### config.mk
export PLATFORM = sky130hd
export DESIGN_NAME = dual_comparator_control
export DESIGN_NICKNAME = d
export VERILOG_FILES = /design/src/pkg/cmp_ctrl_pkg.sv /design/src/verilog/cmp_sync.sv /design/src/verilog/cmp_route.sv /design/src/verilog/dual_comparator_control.sv
export SDC_FILE = /design/constraint.sdc
export NUM_CORES = 1
export LEC_CHECK = 0
export CAP_MARGIN = 30
export CORE_UTILIZATION = 40
export DETAILED_ROUTE_END_ITERATION = 8
export DONT_BUFFER_PORTS = 1
export GPL_ROUTABILITY_DRIVEN = 0
export GPL_TIMING_DRIVEN = 0
export SYNTH_ARGS = -nofsm -noshare
export SYNTH_HDL_FRONTEND = slang
export SYNTH_SLANG_ARGS = --single-unit
### constraint.sdc
create_clock -name clk -period 2.5 [get_ports clk]
set_input_delay 0.25 -clock clk [delete_from_list [all_inputs] [get_ports clk]]
set_output_delay 0.25 -clock clk [all_outputs]
set_load 0.005 [all_outputs]
### src/pkg/cmp_ctrl_pkg.sv
package cmp_ctrl_pkg;
  localparam logic [11:0] CTRL_OFFSET     = 12'h000;
  localparam logic [11:0] FLAG_OFFSET     = 12'h004;
  localparam logic [7:0]  CTRL_RESET      = 8'h07;
  localparam logic [2:0]  FLAG_RESET      = 3'h0;
  localparam int          RESULT_B_BIT    = 7;
  localparam int          RESULT_A_BIT    = 6;
  localparam int          INVERT_B_BIT    = 5;
  localparam int          INVERT_A_BIT    = 4;
  localparam int          SWITCH_BIT      = 3;
  localparam int          FLAG_BIT        = 0;
  localparam int          IRQ_EN_BIT      = 1;
  localparam int          VALID_BIT       = 2;
  localparam logic [2:0]  MODE_MUX4       = 3'h6;
  localparam logic [2:0]  MODE_OFF        = 3'h7;
  localparam int          SETTLE_NS       = 10000;
  localparam int          CLK_NS          = 25;
  localparam int          SETTLE_CYCLES   = (SETTLE_NS + CLK_NS - 1) / CLK_NS;
  localparam logic [8:0]  SETTLE_COUNT    = 9'(SETTLE_CYCLES);
  typedef enum logic [1:0] {IDLE, ACCESS} apb_state_e;
endpackage

### src/verilog/cmp_sync.sv
`timescale 1ns/1ps
// Two-stage synchroniser for one raw comparator level
module cmp_sync
  import cmp_ctrl_pkg::*;
(
  input  wire logic clk,
  input  wire logic rst_n,
  input  wire logic rawIn,
  output logic      syncOut
);
  logic stage1;
  logic next_stage1;
  logic next_syncOut;

  // First stage feeds only the second
  always_comb begin
    next_stage1  = rawIn;
    next_syncOut = stage1;
  end

  always_ff @(posedge clk) begin
    if (!rst_n) begin
      stage1  <= 1'b0;
      syncOut <= 1'b0;
    end else begin
      stage1  <= next_stage1;
      syncOut <= next_syncOut;
    end
  end
endmodule

### src/verilog/cmp_route.sv
`timescale 1ns/1ps
// Mode-dependent input routing selects for the analog pair
module cmp_route
  import cmp_ctrl_pkg::*;
(
  input  wire logic [2:0] mode,
  input  wire logic       inSwitch,
  output logic [1:0]      selNegA,
  output logic [1:0]      selNegB,
  output logic            refToPos,
  output logic [1:0]      enable
);
  // Select codes: analog input index feeding each inverting input
  always_comb begin
    refToPos = (mode == MODE_MUX4);
    enable   = (mode == MODE_OFF) ? 2'h0 : 2'h3;
    selNegA  = 2'h0;
    selNegB  = 2'h1;
    if (mode == MODE_MUX4 && inSwitch) begin
      selNegA = 2'h3;
      selNegB = 2'h2;
    end else if (mode == MODE_MUX4) begin
      selNegA = 2'h0;
      selNegB = 2'h1;
    end
  end
endmodule

### src/verilog/dual_comparator_control.sv
`timescale 1ns/1ps
// Comparator pair control: APB registers, result sync, change flag
module dual_comparator_control
  import cmp_ctrl_pkg::*;
(
  input  wire logic        clk,
  input  wire logic        rst_n,
  input  wire logic        psel,
  input  wire logic        penable,
  input  wire logic        pwrite,
  input  wire logic [11:0] paddr,
  input  wire logic [31:0] pwdata,
  output logic             pready,
  output logic [31:0]      prdata,
  output logic             pslverr,
  input  wire logic        cmpARaw,
  input  wire logic        cmpBRaw,
  input  wire logic [1:0]  portADirection,
  output logic [2:0]       comparatorModeSel,
  output logic [1:0]       cmpNegSelA,
  output logic [1:0]       cmpNegSelB,
  output logic             cmpRefToPos,
  output logic [1:0]       cmpEnable,
  output logic [1:0]       pinOut,
  output logic [1:0]       pinOutEn_n,
  output logic             comparatorChangeFlag,
  output logic             comparatorChangeIrq,
  output logic             outputsValid
);
  // Control fields
  logic       cmpBInvert;
  logic       cmpAInvert;
  logic       invertingInputSwitch;
  logic       next_cmpBInvert;
  logic       next_cmpAInvert;
  logic       next_invertingInputSwitch;
  logic [2:0] next_comparatorModeSel;
  logic       irqEn;
  logic       next_irqEn;
  // Sync and mismatch state
  logic       syncA;
  logic       syncB;
  logic [1:0] lastSeen;
  logic [1:0] next_lastSeen;
  logic       next_comparatorChangeFlag;
  logic       next_comparatorChangeIrq;
  logic [8:0] settleCnt;
  logic [8:0] next_settleCnt;
  logic       next_outputsValid;
  // Routing and pins
  logic [1:0] selNegA;
  logic [1:0] selNegB;
  logic       refToPos;
  logic [1:0] enable;
  logic [1:0] next_cmpNegSelA;
  logic [1:0] next_cmpNegSelB;
  logic       next_cmpRefToPos;
  logic [1:0] next_cmpEnable;
  logic [1:0] next_pinOut;
  logic [1:0] next_pinOutEn_n;
  // Bus
  apb_state_e apbState;
  apb_state_e next_apbState;
  logic       next_pready;
  logic [31:0] next_prdata;
  logic       next_pslverr;
  logic       accessDone;
  logic       ctrlHit;
  logic       flagHit;
  logic [1:0] resultBits;
  logic [1:0] mismatch;

  // Apply inversion; used for register bits and pins alike
  function automatic logic [1:0] polarity(input logic [1:0] raw,
                                          input logic invB,
                                          input logic invA);
    polarity = {raw[1] ^ invB, raw[0] ^ invA};
  endfunction

  // Raw outputs are set high/low by the analog parts; sync only
  cmp_sync u_sync_a (
    .clk     (clk),
    .rst_n   (rst_n),
    .rawIn   (cmpARaw),
    .syncOut (syncA)
  );

  cmp_sync u_sync_b (
    .clk     (clk),
    .rst_n   (rst_n),
    .rawIn   (cmpBRaw),
    .syncOut (syncB)
  );

  cmp_route u_route (
    .mode     (comparatorModeSel),
    .inSwitch (invertingInputSwitch),
    .selNegA  (selNegA),
    .selNegB  (selNegB),
    .refToPos (refToPos),
    .enable   (enable)
  );

  // Result bits from synced values, never from written data
  assign resultBits = polarity({syncB, syncA}, cmpBInvert,
                               cmpAInvert);
  assign mismatch   = resultBits ^ lastSeen;
  assign accessDone = (apbState == ACCESS) && psel && penable;
  assign ctrlHit    = (paddr == CTRL_OFFSET);
  assign flagHit    = (paddr == FLAG_OFFSET);

  // APB slave: no wait states, answer in access cycle after setup
  always_comb begin
    next_apbState = apbState;
    next_pready   = 1'b0;
    next_prdata   = prdata;
    next_pslverr  = 1'b0;
    case (apbState)
      IDLE: begin
        if (psel && !penable) begin
          next_apbState = ACCESS;
          next_pready   = 1'b1;
          next_pslverr  = !(ctrlHit || flagHit);
          next_prdata   = 32'h0000_0000;
          if (ctrlHit) begin
            next_prdata[7:0] = {resultBits, cmpBInvert, cmpAInvert,
                                invertingInputSwitch, comparatorModeSel};
          end else if (flagHit) begin
            next_prdata[2:0] = {outputsValid, irqEn,
                                comparatorChangeFlag};
          end
        end
      end
      ACCESS: begin
        next_apbState = IDLE;
      end
      default: begin
        next_apbState = IDLE;
      end
    endcase
  end

  // Control and flag register writes; mode field steers routing
  always_comb begin
    next_cmpBInvert           = cmpBInvert;
    next_cmpAInvert           = cmpAInvert;
    next_invertingInputSwitch = invertingInputSwitch;
    next_comparatorModeSel    = comparatorModeSel;
    next_irqEn                = irqEn;
    if (accessDone && pwrite && ctrlHit) begin
      next_cmpBInvert           = pwdata[INVERT_B_BIT];
      next_cmpAInvert           = pwdata[INVERT_A_BIT];
      next_invertingInputSwitch = pwdata[SWITCH_BIT];
      next_comparatorModeSel    = pwdata[2:0];
    end
    if (accessDone && pwrite && flagHit) begin
      next_irqEn = pwdata[IRQ_EN_BIT];
    end
  end

  // Mismatch latch and change flag; set beats clear
  always_comb begin
    next_lastSeen             = lastSeen;
    next_comparatorChangeFlag = comparatorChangeFlag;
    if (accessDone && ctrlHit) begin
      next_lastSeen = resultBits;
    end
    if (accessDone && pwrite && flagHit &&
        !pwdata[FLAG_BIT]) begin
      next_comparatorChangeFlag = 1'b0;
    end
    if (accessDone && pwrite && flagHit && pwdata[FLAG_BIT]) begin
      next_comparatorChangeFlag = 1'b1; // software-raised event
    end
    if (mismatch != 2'h0) begin
      next_comparatorChangeFlag = 1'b1;
    end
    next_comparatorChangeIrq = next_comparatorChangeFlag && next_irqEn;
  end

  // Settling window after a mode change; a false change is possible
  always_comb begin
    next_settleCnt = settleCnt;
    if (next_comparatorModeSel != comparatorModeSel) begin
      next_settleCnt = SETTLE_COUNT;
    end else if (settleCnt != 9'h000) begin
      next_settleCnt = settleCnt - 9'h001;
    end
    next_outputsValid = (next_settleCnt == 9'h000) &&
                        (next_comparatorModeSel != MODE_OFF);
  end

  // Registered analog controls and pin drivers
  always_comb begin
    next_cmpNegSelA  = selNegA;
    next_cmpNegSelB  = selNegB;
    next_cmpRefToPos = refToPos;
    next_cmpEnable   = enable;
    next_pinOut      = resultBits;
    next_pinOutEn_n  = portADirection;
  end

  always_ff @(posedge clk) begin
    if (!rst_n) begin
      cmpBInvert           <= CTRL_RESET[INVERT_B_BIT];
      cmpAInvert           <= CTRL_RESET[INVERT_A_BIT];
      invertingInputSwitch <= CTRL_RESET[SWITCH_BIT];
      comparatorModeSel    <= CTRL_RESET[2:0];
      irqEn                <= FLAG_RESET[IRQ_EN_BIT];
      lastSeen             <= 2'h0;
      comparatorChangeFlag <= FLAG_RESET[FLAG_BIT];
      comparatorChangeIrq  <= 1'b0;
      settleCnt            <= 9'h000;
      outputsValid         <= 1'b0;
      apbState             <= IDLE;
      pready               <= 1'b0;
      prdata               <= 32'h0000_0000;
      pslverr              <= 1'b0;
      cmpNegSelA           <= 2'h0;
      cmpNegSelB           <= 2'h1;
      cmpRefToPos          <= 1'b0;
      cmpEnable            <= 2'h0;
      pinOut               <= 2'h0;
      pinOutEn_n           <= 2'h3;
    end else begin
      cmpBInvert           <= next_cmpBInvert;
      cmpAInvert           <= next_cmpAInvert;
      invertingInputSwitch <= next_invertingInputSwitch;
      comparatorModeSel    <= next_comparatorModeSel;
      irqEn                <= next_irqEn;
      lastSeen             <= next_lastSeen;
      comparatorChangeFlag <= next_comparatorChangeFlag;
      comparatorChangeIrq  <= next_comparatorChangeIrq;
      settleCnt            <= next_settleCnt;
      outputsValid         <= next_outputsValid;
      apbState             <= next_apbState;
      pready               <= next_pready;
      prdata               <= next_prdata;
      pslverr              <= next_pslverr;
      cmpNegSelA           <= next_cmpNegSelA;
      cmpNegSelB           <= next_cmpNegSelB;
      cmpRefToPos          <= next_cmpRefToPos;
      cmpEnable            <= next_cmpEnable;
      pinOut               <= next_pinOut;
      pinOutEn_n           <= next_pinOutEn_n;
    end
  end
endmodule

==> impl_metrics.ini <==
[sta]
rsz0062_at_grt = no
slew_headroom = 0.531
period_needed_ns = 2.08
final_max_slew_viol_count = 0
fmax_mhz = 482
hold_violations = 0
fin_setup_tns_ns = 0
fin_skew_ns = 0.00629
holdWs_ns = 0.0335
finalCritPeriodShare = 0.830
report.final.setup_viol = 0
tightest_slew_ns = 0.699

[clock_tree]
cts_tree = done
worst_skew_pair.late_latency_ns = 0.29
htree_num_levels = 2
clk_pin_slew_worst_paths_ns = 0.08
post_cts_buffers = 0
ctsResizeCount = 0
clk_path_buf_depth = 2
cts-buffers-inserted = 5
cts_root_buf = clkbuf_8
clock_sinks = 44
holdBufCountCts = 0

[flow_run]
drv_cap = 0

[critical_path]
ff2ff_path_depth = 8
critPathLaunchType = register
cp-end-kind = register
cp.required_ns = 2.72
arrival_ns = 2.30
worst-path-max-fanout = 9
crit_type = reg2reg

[routing]
vias = 1569
drc = 0
route.antenna.remaining_nets = 0
drtIter0Drc = 69
first_pass_iters = 4
avgViaCountPerCell = 4.74
avgRoutedWirePerCell_um = 12.8
drt_wl_total_um = 4240

[global_routing]
use_met1 = 0.204
grtUsageMet2 = 0.270
busiest_layer = met2
grt.overflow.total = 0
track_usage = 0.165
grt_pass1_wl_um = 6770
grt_max_degree = 14
grt_antenna_before_repair = 0
gr-usage-met3 = 0.0596
grt_pass1_vias = 1438

[floorplanning]
core_area_mm2 = 0.00488
die_h_um = 74.2
start_util = 0.427
num_rows = 25
die_x_um = 74.2
io_pins = 104
die-area_mm2 = 0.00550

[synth]
yosys_most_used_dff = dfxtp_1
synth_seq_area_share = 0.423
synth-edff-count = 0
synth-simple-area-share = 0.245
synth.area.mux_share = 0.0582
synth_xor_area_frac = 0.0420
synthAdderAreaFrac = 0.00600
async_flop_share = 0
synth_top_family_by_area = simple AND/OR/NAND/NOR gates
yosysWarnings = 0
synth_area_mm2 = 0.00208
synth_compound_area_frac = 0.0888
yosys.area.top_type = dfxtp_1
synth_area_leaders = dfxtp_1 (42%), buf_4 (9.7%), mux2i_1 (5.3%), nor2_1 (5.0%), xor2_1 (2.9%)
synth_cells = 234
syn_avg_cell_area_um2 = 8.91
synth_top_area_share = 0.423
synth-seq-cells = 44
synth_cell_types = 41

[pwr]
pwr-share-seq = 0.402
p_int_uw = 1320
clock_power_share = 0.207
switchingPower_uw = 722
powerDensity_mw_per_mm2 = 875
leakagePower_uw = 0.00101
swShare = 0.353
p_comb_frac = 0.391
peakVddDrop_mv = 0.393

[worst_hold_path]
hold_path.class = in2reg
worstHoldPathCells = 1

[cells_and_area]
fillers = 532
drive_gt1_frac = 0.170
final_nets = 318
instances_no_fill = 331
diodes = 0
area_growth_pct = 12.1

[placement]
post-place-cells = 324
place_hpwl_um = 3200
port_buffers = 0

[run_status]
outcome = completed
-- sequential cells by signal (all words and copies together), names as in the netlist, 2 cells and up --
register           count
prdata                 8
lastSeen               2
settleCnt              9
comparatorModeSel      3
pinOut                 2
pinOutEn_n             2
-- synthesized netlist by cell type (6+ instances only) --
cell type / n
xor2_1: 7
a21oi_1: 11
nand2_1: 12
buf_4: 27
and2_1: 8
inv_1: 6
nor2_1: 28
clkbuf_1: 7
nand3_1: 6
dfxtp_1: 44
nor3_1: 9
mux2i_1: 11
-- per-layer routing --
| metal | up-vias | share of wire | wire [um] |
|---|---|---|---|
| met4 | 0 | 0.0064 | 27 |
| met2 | 54 | 0.48 | 2030 |
| met5 | - | 0 | 0 |
| met3 | 2 | 0.071 | 300 |
| met1 | 709 | 0.44 | 1890 |
| li1 | 804 | - | - |
-- power groups by stage --
| stage | Combinational (uW) | Sequential, uW | Clock, uW |
|---|---|---|---|
| after floorplan | 675 | 827 | 0 |
| after global placement | 779 | 838 | 0 |
| after detailed placement | 793 | 838 | 0 |
| after CTS | 798 | 822 | 440 |
| after global routing | 897 | 830 | 472 |
| final | 800 | 821 | 423 |
-- stage by stage --
| step | cell area [um2] | setup WS [ns] | total power [uW] | utilization |
|---|---|---|---|---|
| 2_1_floorplan | 2170 | 0.641 | 1500 | - |
| 3_3_place_gp | 2250 | 0.490 | 1620 | 0.462 |
| 3_5_place_dp | 2250 | 0.471 | 1630 | 0.462 |
| 4_1_cts | 2340 | 0.426 | 2060 | 0.479 |
| 5_1_grt | 2340 | 0.322 | 2200 | 0.479 |
| 6_report | 2340 | 0.424 | 2040 | 0.479 |
-- worst paths after layout --
kind	start	slack, ns	end
setup reg to reg	settleCnt[0]	0.42	outputsValid
setup / recovery	settleCnt[0]	0.42	outputsValid
hold reg to reg	u_sync_a.next_syncOut	0.44	u_sync_a.syncOut
hold / removal	rst_n	0.03	pinOutEn_n[1]
-- worst max-delay path, stage by stage, from the launching register on --
cell,delay (ns)
dfxtp_1,0.30
buf_2,0.16
inv_1,0.07
ha_1,0.17
or4b_4,0.51
nor4_4,0.21
nand4_1,0.14
a32o_1,0.28
nor3_2,0.16
-- cell families after synthesis --
| kind of cell | Yosys count |
|---|---|
| flip-flops | 44 |
| other | 1 |
| multiplexers | 12 |
| XOR/XNOR | 10 |
| AO/OA/AOI/OAI | 30 |
| AND/OR/NAND/NOR | 91 |
| adder cells (fa/ha/maj) | 1 |
| buffers and inverters | 45 |
-- final cells by class --
class                   instances  area (um2)  area share
flip-flops and latches         44         881       0.377
clock buffers                   5        68.8      0.0295
inverters                       6        22.5     0.00964
clock inverters                 2        12.5     0.00536
well taps                      67        83.8      0.0359
plain buffers                  39         260       0.111
multi-input cells             168        1010       0.431
-- cell usage in the layout, fill, tap and decap left out, types with 2 or more instances in the layout --
cell type,synthesis,layout
o21ai_0,5,5
inv_1,6,6
a21oi_1,11,11
a211oi_1,3,3
and2_1,8,8
nor3_1,9,9
or3b_1,2,2
buf_2,4,4
dfxtp_1,44,44
nand4_1,2,2
buf_4,27,27
and4_1,2,2
a22oi_1,5,5
o211ai_1,2,2
nand2b_1,3,3
conb_1,1,24
nor4_4,2,2
nor4_1,3,3
nand2_1,12,12
nor2_1,28,28
xor2_1,7,7
xnor2_1,3,3
mux2i_1,11,11
clkbuf_8,0,5
a31oi_1,2,2
or3_1,5,5
clkbuf_1,7,7
nand3_1,6,6
Power figures use the tool's default switching activity.
